`src/rtl/pwm_timer_defines.vh`:
```
`ifndef PWM_TIMER_DEFINES_VH
`define PWM_TIMER_DEFINES_VH

// ----------------------------------------
// register indices, byte address is four times the index
// ----------------------------------------
`define IDX_CH3_COUNT 6'h10
`define IDX_CH3_MODE 6'h11
`define IDX_CH3_CLOCK 6'h12
`define IDX_CH3_DUTY 6'h13
`define IDX_CH3_PSCOUNT 6'h14
`define IDX_CH4_COUNT 6'h15
`define IDX_CH4_MODE 6'h16
`define IDX_CH4_CLOCK 6'h17
`define IDX_CH4_DUTY 6'h18
`define IDX_CH4_PSCOUNT 6'h19
`define IDX_CH5_COUNT 6'h1a
`define IDX_CH5_MODE 6'h1b
`define IDX_CH5_CLOCK 6'h1c
`define IDX_CH5_HIGH 6'h1f
`define IDX_CH34_HIGH 6'h21

// ----------------------------------------
// mode and output control fields
// ----------------------------------------
`define MODE_RUN 0
`define MODE_RELOAD 1
`define MODE_SINGLE 2
`define MODE_POLARITY 6
`define MODE_OUT_EN 7
`define MODE_MASK 8'hc7
`define MODE_RESET 8'h00

// ----------------------------------------
// clock and prescaler control fields
// ----------------------------------------
`define CLK_SEL_LSB 0
`define CLK_PS_DIS_N 3
`define CLK_EDGE 4
`define CLK_SRC 5
`define CLK_MASK 8'h3f
`define CLK_RESET 8'h3f

// ----------------------------------------
// high bit positions and reset values
// ----------------------------------------
`define HI_CH3_DUTY_LSB 0
`define HI_CH4_DUTY_LSB 2
`define HI_CH3_PER_LSB 4
`define HI_CH4_PER_LSB 6
`define HI_CH5_PER_LSB 4
`define COUNT_RESET 10'h3ff
`define COUNT_FREE_LOAD 10'h3ff
`define PSCOUNT_RESET 8'hff
`define RESP_OKAY 2'b00
`define RESP_SLVERR 2'b10

`endif

```
`src/rtl/prescaled_downcount_pwm_timers.v`:
```
`timescale 1ns/100ps
`include "pwm_timer_defines.vh"


module prescaled_downcount_pwm_timers #(
  parameter ADDR_WIDTH = 8,
  parameter NUM_CH = 3
) (
  input wire clock,
  input wire rst_b,
  input wire awvalid,
  output wire awready,
  input wire [ADDR_WIDTH-1:0] awaddr,
  input wire wvalid,
  output wire wready,
  input wire [31:0] wdata,
  input wire [3:0] wstrb,
  output reg bvalid,
  input wire bready,
  output reg [1:0] bresp,
  input wire arvalid,
  output wire arready,
  input wire [ADDR_WIDTH-1:0] araddr,
  output reg rvalid,
  input wire rready,
  output reg [31:0] rdata,
  output reg [1:0] rresp,
  input wire instr_tick,
  input wire ext_count_clock_pin,
  output wire pwm3_out,
  output wire pwm3_oe_n,
  output wire pwm4_out,
  output wire pwm4_oe_n
);

  // ----------------------------------------
  // decode functions
  // ----------------------------------------
  function [5:0] reg_index;
    input [ADDR_WIDTH-1:0] addr;
    begin
      reg_index = addr[7:2];
    end
  endfunction

  function is_mapped;
    input [5:0] idx;
    begin
      is_mapped = ((idx >= `IDX_CH3_COUNT) && (idx <= `IDX_CH5_CLOCK)) ||
        (idx == `IDX_CH5_HIGH) || (idx == `IDX_CH34_HIGH);
    end
  endfunction

  function is_read_only;
    input [5:0] idx;
    begin
      is_read_only = (idx == `IDX_CH3_PSCOUNT) || (idx == `IDX_CH4_PSCOUNT);
    end
  endfunction

  // ----------------------------------------
  // register storage
  // ----------------------------------------
  reg [7:0] mode_ctrl [0:NUM_CH-1];
  reg [7:0] clock_ctrl [0:NUM_CH-1];
  reg [7:0] reload_low [0:NUM_CH-1];
  reg [7:0] ch3_duty_low;
  reg [7:0] ch4_duty_low;
  reg [7:0] ch34_shared_high_bits;
  reg [7:0] ch5_high_bits;
  reg ext_prev;

  // ----------------------------------------
  // write channel state
  // ----------------------------------------
  reg aw_held;
  reg w_held;
  reg [ADDR_WIDTH-1:0] aw_addr_hold;
  reg [31:0] w_data_hold;
  reg [3:0] w_strb_hold;

  wire write_fire;
  wire [5:0] write_idx;
  wire write_ok;
  wire write_byte;
  wire [5:0] read_idx;
  integer i;

  // either order is fine; address and data wait in holding registers
  assign awready = ~aw_held & ~bvalid;
  assign wready = ~w_held & ~bvalid;
  assign write_fire = aw_held & w_held & ~bvalid;
  assign write_idx = reg_index(aw_addr_hold);
  assign write_ok = is_mapped(write_idx) & ~is_read_only(write_idx);
  assign write_byte = write_fire & write_ok & w_strb_hold[0];
  assign arready = ~rvalid;
  assign read_idx = reg_index(araddr);

  always @(posedge clock) begin
    if (!rst_b) begin
      aw_held <= 1'b0;
      w_held <= 1'b0;
      aw_addr_hold <= {ADDR_WIDTH{1'b0}};
      w_data_hold <= 32'h00000000;
      w_strb_hold <= 4'h0;
      bvalid <= 1'b0;
      bresp <= `RESP_OKAY;
    end else begin
      if (awvalid && awready) begin
        aw_held <= 1'b1;
        aw_addr_hold <= awaddr;
      end
      if (wvalid && wready) begin
        w_held <= 1'b1;
        w_data_hold <= wdata;
        w_strb_hold <= wstrb;
      end
      if (write_fire) begin
        aw_held <= 1'b0;
        w_held <= 1'b0;
        bvalid <= 1'b1;
        bresp <= write_ok ? `RESP_OKAY : `RESP_SLVERR;
      end else if (bvalid && bready) begin
        bvalid <= 1'b0;
      end
    end
  end

  // ----------------------------------------
  // control registers
  // ----------------------------------------
  // a ratio change with the prescaler running is taken as written;
  // software keeps the prescaler disabled first to avoid a stray tick
  always @(posedge clock) begin
    if (!rst_b) begin
      for (i = 0; i < NUM_CH; i = i + 1) begin
        mode_ctrl[i] <= `MODE_RESET;
        clock_ctrl[i] <= `CLK_RESET;
        reload_low[i] <= 8'h00;
      end
      ch3_duty_low <= 8'h00;
      ch4_duty_low <= 8'h00;
      ch34_shared_high_bits <= 8'h00;
      ch5_high_bits <= 8'h00;
    end else if (write_byte) begin
      case (write_idx)
        `IDX_CH3_COUNT: begin
          reload_low[0] <= w_data_hold[7:0];
        end
        `IDX_CH3_MODE: begin
          mode_ctrl[0] <= w_data_hold[7:0] & `MODE_MASK;
        end
        `IDX_CH3_CLOCK: begin
          clock_ctrl[0] <= w_data_hold[7:0] & `CLK_MASK;
        end
        `IDX_CH3_DUTY: begin
          ch3_duty_low <= w_data_hold[7:0];
        end
        `IDX_CH4_COUNT: begin
          reload_low[1] <= w_data_hold[7:0];
        end
        `IDX_CH4_MODE: begin
          mode_ctrl[1] <= w_data_hold[7:0] & `MODE_MASK;
        end
        `IDX_CH4_CLOCK: begin
          clock_ctrl[1] <= w_data_hold[7:0] & `CLK_MASK;
        end
        `IDX_CH4_DUTY: begin
          ch4_duty_low <= w_data_hold[7:0];
        end
        `IDX_CH5_COUNT: begin
          reload_low[2] <= w_data_hold[7:0];
        end
        `IDX_CH5_MODE: begin
          mode_ctrl[2] <= w_data_hold[7:0] & `MODE_MASK;
        end
        `IDX_CH5_CLOCK: begin
          clock_ctrl[2] <= w_data_hold[7:0] & `CLK_MASK;
        end
        `IDX_CH5_HIGH: begin
          ch5_high_bits <= w_data_hold[7:0];
        end
        `IDX_CH34_HIGH: begin
          ch34_shared_high_bits <= w_data_hold[7:0];
        end
        default: begin
          ch5_high_bits <= ch5_high_bits;
        end
      endcase
    end
  end

  // ----------------------------------------
  // external pin edges
  // ----------------------------------------
  // the pin is taken as synchronous, so one stage serves for edge detection
  wire ext_rise;
  wire ext_fall;

  always @(posedge clock) begin
    if (!rst_b) begin
      ext_prev <= 1'b0;
    end else begin
      ext_prev <= ext_count_clock_pin;
    end
  end

  assign ext_rise = ext_count_clock_pin & ~ext_prev;
  assign ext_fall = ~ext_count_clock_pin & ext_prev;

  // ----------------------------------------
  // per-channel values
  // ----------------------------------------
  wire [1:0] period_high [0:NUM_CH-1];
  wire [9:0] duty_full [0:NUM_CH-1];
  wire [9:0] count_live [0:NUM_CH-1];
  wire [7:0] ps_live [0:NUM_CH-1];
  wire pwm_level [0:NUM_CH-1];
  wire pwm_oe_level_n [0:NUM_CH-1];

  assign period_high[0] = ch34_shared_high_bits[`HI_CH3_PER_LSB+1:`HI_CH3_PER_LSB];
  assign period_high[1] = ch34_shared_high_bits[`HI_CH4_PER_LSB+1:`HI_CH4_PER_LSB];
  assign period_high[2] = ch5_high_bits[`HI_CH5_PER_LSB+1:`HI_CH5_PER_LSB];
  assign duty_full[0] =
    {ch34_shared_high_bits[`HI_CH3_DUTY_LSB+1:`HI_CH3_DUTY_LSB], ch3_duty_low};
  assign duty_full[1] =
    {ch34_shared_high_bits[`HI_CH4_DUTY_LSB+1:`HI_CH4_DUTY_LSB], ch4_duty_low};
  // the fifth timer's waveform lies outside this block; its duty stays zero
  assign duty_full[2] = 10'h000;

  // ----------------------------------------
  // channels
  // ----------------------------------------
  genvar g;
  generate
    for (g = 0; g < NUM_CH; g = g + 1) begin : chan
      wire load_hit;
      assign load_hit = write_byte &&
        (write_idx == ((g == 0) ? `IDX_CH3_COUNT : (g == 1) ? `IDX_CH4_COUNT : `IDX_CH5_COUNT));
      timer_channel unit (
        .clock(clock),
        .rst_b(rst_b),
        .instr_tick(instr_tick),
        .ext_rise(ext_rise),
        .ext_fall(ext_fall),
        .run_enable(mode_ctrl[g][`MODE_RUN]),
        .reload_sel(mode_ctrl[g][`MODE_RELOAD]),
        .single_shot(mode_ctrl[g][`MODE_SINGLE]),
        .clk_src_sel(clock_ctrl[g][`CLK_SRC]),
        .ext_edge_sel(clock_ctrl[g][`CLK_EDGE]),
        .prescale_disable_n(clock_ctrl[g][`CLK_PS_DIS_N]),
        .prescale_ratio_sel(clock_ctrl[g][`CLK_SEL_LSB+2:`CLK_SEL_LSB]),
        .load_strobe(load_hit),
        .load_value({period_high[g], w_data_hold[7:0]}),
        .reload_value({period_high[g], reload_low[g]}),
        .duty(duty_full[g]),
        .out_polarity(mode_ctrl[g][`MODE_POLARITY] & (g != 2)),
        .out_enable(mode_ctrl[g][`MODE_OUT_EN] & (g != 2)),
        .count(count_live[g]),
        .prescale_count(ps_live[g]),
        .pwm_out(pwm_level[g]),
        .pwm_oe_n(pwm_oe_level_n[g])
      );
    end
  endgenerate

  assign pwm3_out = pwm_level[0];
  assign pwm3_oe_n = pwm_oe_level_n[0];
  assign pwm4_out = pwm_level[1];
  assign pwm4_oe_n = pwm_oe_level_n[1];

  // ----------------------------------------
  // read channel
  // ----------------------------------------
  reg [7:0] read_byte;

  always @* begin
    read_byte = 8'h00;
    case (read_idx)
      `IDX_CH3_COUNT: begin
        read_byte = count_live[0][7:0];
      end
      `IDX_CH3_MODE: begin
        read_byte = mode_ctrl[0];
      end
      `IDX_CH3_CLOCK: begin
        read_byte = clock_ctrl[0];
      end
      `IDX_CH3_PSCOUNT: begin
        read_byte = ps_live[0];
      end
      `IDX_CH4_COUNT: begin
        read_byte = count_live[1][7:0];
      end
      `IDX_CH4_MODE: begin
        read_byte = mode_ctrl[1];
      end
      `IDX_CH4_CLOCK: begin
        read_byte = clock_ctrl[1];
      end
      `IDX_CH4_PSCOUNT: begin
        read_byte = ps_live[1];
      end
      `IDX_CH5_COUNT: begin
        read_byte = count_live[2][7:0];
      end
      `IDX_CH5_MODE: begin
        read_byte = mode_ctrl[2];
      end
      `IDX_CH5_CLOCK: begin
        read_byte = clock_ctrl[2];
      end
      `IDX_CH5_HIGH: begin
        read_byte = ch5_high_bits;
      end
      `IDX_CH34_HIGH: begin
        read_byte = ch34_shared_high_bits;
      end
      default: begin
        // duty registers are write-only and read as zero here
        read_byte = 8'h00;
      end
    endcase
  end

  always @(posedge clock) begin
    if (!rst_b) begin
      rvalid <= 1'b0;
      rdata <= 32'h00000000;
      rresp <= `RESP_OKAY;
    end else if (arvalid && arready) begin
      rvalid <= 1'b1;
      rdata <= {24'h000000, read_byte};
      rresp <= is_mapped(read_idx) ? `RESP_OKAY : `RESP_SLVERR;
    end else if (rvalid && rready) begin
      rvalid <= 1'b0;
    end
  end

endmodule

```
`src/rtl/timer_channel.v`:
```
`timescale 1ns/100ps
`include "pwm_timer_defines.vh"

module timer_channel (
  input wire clock,
  input wire rst_b,
  input wire instr_tick,
  input wire ext_rise,
  input wire ext_fall,
  input wire run_enable,
  input wire reload_sel,
  input wire single_shot,
  input wire clk_src_sel,
  input wire ext_edge_sel,
  input wire prescale_disable_n,
  input wire [2:0] prescale_ratio_sel,
  input wire load_strobe,
  input wire [9:0] load_value,
  input wire [9:0] reload_value,
  input wire [9:0] duty,
  input wire out_polarity,
  input wire out_enable,
  output reg [9:0] count,
  output reg [7:0] prescale_count,
  output reg pwm_out,
  output wire pwm_oe_n
);

  // ----------------------------------------
  // functions
  // ----------------------------------------
  function [7:0] ratio_mask;
    input [2:0] sel;
    begin
      ratio_mask = (8'h02 << sel) - 8'h01;
    end
  endfunction

  // ----------------------------------------
  // source event and prescaler
  // ----------------------------------------
  wire src_event;
  wire [7:0] next_prescale_count;
  wire prescale_tick;
  wire count_tick;

  assign src_event = clk_src_sel ? (ext_edge_sel ? ext_fall : ext_rise) : instr_tick;
  assign next_prescale_count = prescale_count + 8'h01;
  // tick when the selected low bits wrap, so the ratio is a power of two
  assign prescale_tick = src_event &
    ((next_prescale_count & ratio_mask(prescale_ratio_sel)) == 8'h00);
  assign count_tick = run_enable & (prescale_disable_n ? src_event : prescale_tick);

  always @(posedge clock) begin
    if (!rst_b) begin
      prescale_count <= `PSCOUNT_RESET;
    end else if (prescale_disable_n) begin
      prescale_count <= `PSCOUNT_RESET;
    end else if (run_enable && src_event) begin
      prescale_count <= next_prescale_count;
    end
  end

  // ----------------------------------------
  // down-counter
  // ----------------------------------------
  always @(posedge clock) begin
    if (!rst_b) begin
      count <= `COUNT_RESET;
    end else if (load_strobe) begin
      count <= load_value;
    end else if (count_tick) begin
      if (count != 10'h000) begin
        count <= count - 10'h001;
      end else if (single_shot) begin
        count <= 10'h000;
      end else if (reload_sel) begin
        count <= reload_value;
      end else begin
        count <= `COUNT_FREE_LOAD;
      end
    end
  end

  // ----------------------------------------
  // pwm output
  // ----------------------------------------
  always @(posedge clock) begin
    if (!rst_b) begin
      pwm_out <= 1'b0;
    end else begin
      pwm_out <= (count <= duty) ^ out_polarity;
    end
  end

  assign pwm_oe_n = ~out_enable;

endmodule

```
`config.mk`:
```
export PLATFORM = sky130hd
export DESIGN_NAME = prescaled_downcount_pwm_timers
export DESIGN_NICKNAME = d
export VERILOG_FILES = /design/src/rtl/prescaled_downcount_pwm_timers.v /design/src/rtl/timer_channel.v
export VERILOG_INCLUDE_DIRS = /design/src /design/src/rtl
export SDC_FILE = /design/constraint.sdc
export NUM_CORES = 1
export LEC_CHECK = 0
export BUFFER_PORTS_ARGS = -buffer_cell sky130_fd_sc_hd__clkbuf_2
export CAP_MARGIN = 20
export CORE_MARGIN = 2
export CORE_UTILIZATION = 50
export CTS_CLUSTER_SIZE = 16
export DETAILED_ROUTE_END_ITERATION = 6
export GPL_ROUTABILITY_DRIVEN = 0
export PLACE_DENSITY = 0.7
export SYNTH_ARGS = -nofsm -noshare
export SYNTH_HDL_FRONTEND = slang
export SYNTH_SLANG_ARGS = --single-unit
```
`constraint.sdc`:
```
create_clock -name clock -period 3.12 [get_ports clock]
set_clock_uncertainty 0.1 [all_clocks]
set_input_delay 0.468 -clock clock [delete_from_list [all_inputs] [get_ports clock]]
set_output_delay 0.468 -clock clock [all_outputs]
set_load 0.02 [all_outputs]
```
==> summary.md <==
| Metric | Value |
|---|---|
| Status | `completed` |
| Worst slew pin tran | `0.772 ns` |
| Clock buffer depth | `2` |
| Detailed router's first-iteration violation count | `973` |
| Total placed cells including tap cells | `1395` |
| Setup_tns | `0 ns` |
| Initial antenna violation count | `0` |
| Latest clock arrival within the worst-skew pair | `0.45 ns` |
| Worst r2r dst | `chan[0].unit.count[5]$_SDFFE_PN1P_` |
| Area growth, synth to finish | `11.3%` |
| Post-synthesis async set-or-reset flop share | `0%` |
| Port bufs | `48` |
| Htree depth | `4` |
| Die Span Y | `144 microns` |
| DRT Pass-1 Iters | `6` |
| Vias | `8448` |
| Crit-path max FO | `14` |
| Die area | `20800 sq um` |
| DP Worst Slack | `0.136 ns` |
| R2R setup slack | `0.29 ns` |
| Share of cells above drive strength 1 | `12.0%` |
| Row cnt | `51` |
| TritonCTS clock tree | `built` |
| Detail Placement HPWL | `19.4 mm` |
| Area of the multi-input gates | `5240 sq um` |
| Slew Limit Fails | `0` |
| Drt wl/cell | `18.8 microns` |
| ANT cells | `0` |
| Switching power | `1390 uW` |
| Worst reg2reg path depth | `9` |
| Dominant synthesized flop cell | `dfxtp_1` |
| CP startpoint | `clock_ctrl[0][0]$_DFFE_PP_` |
| Final setup violation count | `0` |
| Synthesized area | `9850 sq um` |
| Total placed instance area | `10400 sq um` |
| Worst Hold Class | `in -> reg` |
| Final setup margin | `0.286 ns` |
| Largest net degree at the start of global routing | `32` |
| FILL cells | `1787` |
| CP Capture Point | `chan[0].unit.count[5]$_SDFFE_PN1P_` |
| Final Non-Filler Cells | `1427` |
| Tot GR Track Use | `26.4%` |
| DRC viols | `0` |
| F_max | `353 MHz` |
| CTS buffer count | `17` |
| Syn. warnings | `0` |
| Reg clk slew, reported paths | `0.08 ns` |
| CP Capture Type | `register` |
| PwrDens | `456 nW/um^2` |
| Maximum VDD drop | `0.000336 V` |
| Max-slew headroom | `48.4%` |
| Switching Share | `27.9%` |
| CTS root buf | `clkbuf_16` |
| Final Power | `4990 uW` |
| Min cycle time layout | `2.83 ns` |
| Post-synth EDFFs | `57` |
| Register area share after synthesis | `41.4%` |
| Reg area | `4070 sq um` |
| Syn avg cell area | `8.90 sq um` |
| Critical Path RT | `3.36 ns` |
| # clock sinks | `175` |
| Combinational power share | `6.9%` |
| Internal power | `3600 uW` |
| Nets | `1239` |
| Final hold viol count | `0` |
| Final worst path period share | `90.8%` |
| Leak | `0.00416 uW` |
| MaxCap Viol Count | `0` |
| Crit path DAT | `3.07 ns` |
| Crit start category | `register` |
| Register bit total from synthesis | `175` |
| Power share of the clock group | `43.3%` |
| Ports | `106` |
| Post-Synthesis Cells | `1106` |
| Vias in the first global route | `7497` |
| RSZ-0062 raised after global routing | `no` |
| WS Path Type | `reg -> reg` |
| Yosys cell types | `77` |
| Detailed Route WL | `26.9 mm` |
| Gr ovfl total | `0` |
| First-pass GRT wire length | `41.7 mm` |
| Die Span X | `144 microns` |
| Post-route ant nets | `0` |
| Core area | `19400 sq um` |
| Design area | `11000 sq um` |
| R2R Path Start | `clock_ctrl[0][0]$_DFFE_PP_` |
| Vias per cell | `5.92` |
| Sequential Power Share | `49.8%` |
| Initial Utilization | `50.8%` |
-- synth_stat cells (6+ instances only) --
cell type,number,area [sq um]
o211ai_1,26,195
mux2i_1,58,581
ha_1,29,363
inv_1,45,169
nand3b_1,7,52.6
dfxtp_1,118,2360
buf_2,8,40.0
o21ai_1,6,30.0
o21ai_0,49,245
a21oi_1,56,280
a221oi_1,11,96.3
o31ai_1,6,45.0
or3_1,10,62.6
a211oi_1,7,52.6
nand2_1,105,394
xor2_1,27,236
and2_1,18,113
nor2_1,108,405
nand3_1,35,175
a22o_1,6,52.6
a222oi_1,6,60.1
buf_1,9,33.8
clkbuf_1,44,165
xnor2_1,23,201
nand2b_1,22,138
buf_4,27,203
nand4_1,13,81.3
nor2b_1,21,131
o2111ai_1,6,52.6
nor3_1,25,125
edfxtp_1,57,1710
nor3b_1,12,90.1
and3_1,14,87.6
a22oi_1,14,105
-- per-layer routing --
| metal | share of wire, % | track usage (%) |
|---|---|---|
| met3 | 10 | 6.69 |
| met5 | 0 | 0 |
| met1 | 42 | 36.3 |
| met4 | 3.2 | 9.10 |
| met2 | 45 | 40.6 |
-- repair_timing --
action / CTS / global route
buffers inserted: 0 / 0
setup endpoints to repair: 0 / 2
hold buffers: 0 / 0
resized for setup: 0 / 2
-- cell type report --
class | instances | share of cell area, %
Sequential cell | 175 | 37.2
Timing Repair Buffer | 88 | 4.93
Tap cell | 265 | 3.03
Clock buffer | 17 | 3.88
Clock inverter | 15 | 1.55
Inverter | 46 | 1.58
Multi-Input combinational cell | 821 | 47.8
-- worst max-delay path, cell delays in order, from the launching register on --
cell      delay (ns)
edfxtp_1        0.52
or3_1           0.42
ha_1            0.27
xor2_1          0.18
a221oi_1        0.29
o221ai_1        0.19
o211ai_2        0.18
buf_4           0.28
mux2i_1         0.22
nand2_1         0.07
-- power groups by stage --
stage                     logic (uW)  clock network, uW  registers (uW)
after floorplan                  275                  0            2490
after global placement           334                  0            2540
after detailed placement         339                  0            2540
after CTS                        341               2180            2480
after global routing             379               2280            2490
final                            343               2160            2490
-- through the flow --
stage	util [%]	hold WS, ns
2_1_floorplan	-	0.358
3_3_place_gp	53.4	0.358
3_5_place_dp	53.4	0.377
4_1_cts	56.5	0.0978
5_1_grt	56.5	0.0987
6_report	56.5	0.105
-- kinds of logic (layout without fill, tap and decap cells) --
kind of cell / Yosys count / count (layout) / synth area share, %
xor gates and xnor gates: 50 / 50 / 4.45
DFF: 175 / 175 / 41.4
and+or+nand+nor: 420 / 420 / 21.6
adders and majority gates: 29 / 29 / 3.69
buffers and inverters: 135 / 166 / 6.35
AOI/OAI and AO/OA: 238 / 238 / 16.6
muxes: 58 / 58 / 5.90
other: 1 / 26 / 0.0381
-- how the worst min path moves through the flow --
stage / to / cells after the start / from / slack, ns
2_1_floorplan: w_strb_hold[0]$_SDFFE_PN0P_ / 2 / w_strb_hold[0]$_SDFFE_PN0P_ / 0.36
3_3_place_gp: bresp[1]$_SDFFE_PN0P_ / 2 / bresp[1]$_SDFFE_PN0P_ / 0.36
3_5_place_dp: bresp[1]$_SDFFE_PN0P_ / 2 / bresp[1]$_SDFFE_PN0P_ / 0.38
4_1_cts: rvalid$_SDFFE_PN0P_ / 2 / rready / 0.1
5_1_grt: rvalid$_SDFFE_PN0P_ / 2 / rready / 0.1
6_report: rvalid$_SDFFE_PN0P_ / 2 / rready / 0.10
-- cell usage in the layout (no fill, tap or decap), types with 10 or more instances in the layout --
cell type,n
nand4_1,13
edfxtp_1,57
nor2_1,108
xor2_1,27
and3_1,14
nor3_1,25
o211ai_1,26
inv_1,45
dfxtp_1,118
or3_1,10
xnor2_1,23
nand3_1,35
o21ai_0,48
nand2_1,105
nand2b_1,22
clkbuf_2,48
a21oi_1,56
a22oi_1,14
conb_1,26
mux2i_1,58
and2_1,18
a221oi_1,11
nor3b_1,12
buf_4,40
nor2b_1,21
clkbuf_16,17
ha_1,29
-- state kept, by name (all words and copies together), names as in the netlist, 8 cells and up --
name	cells
chan.unit.count	30
clock_ctrl	18
ch5_high_bits	8
chan.unit.prescale_count	24
w_data_hold	8
ch3_duty_low	8
ch34_shared_high_bits	8
reload_low	24
ch4_duty_low	8
mode_ctrl	15
rdata	8
Power figures use the tool's default switching activity.
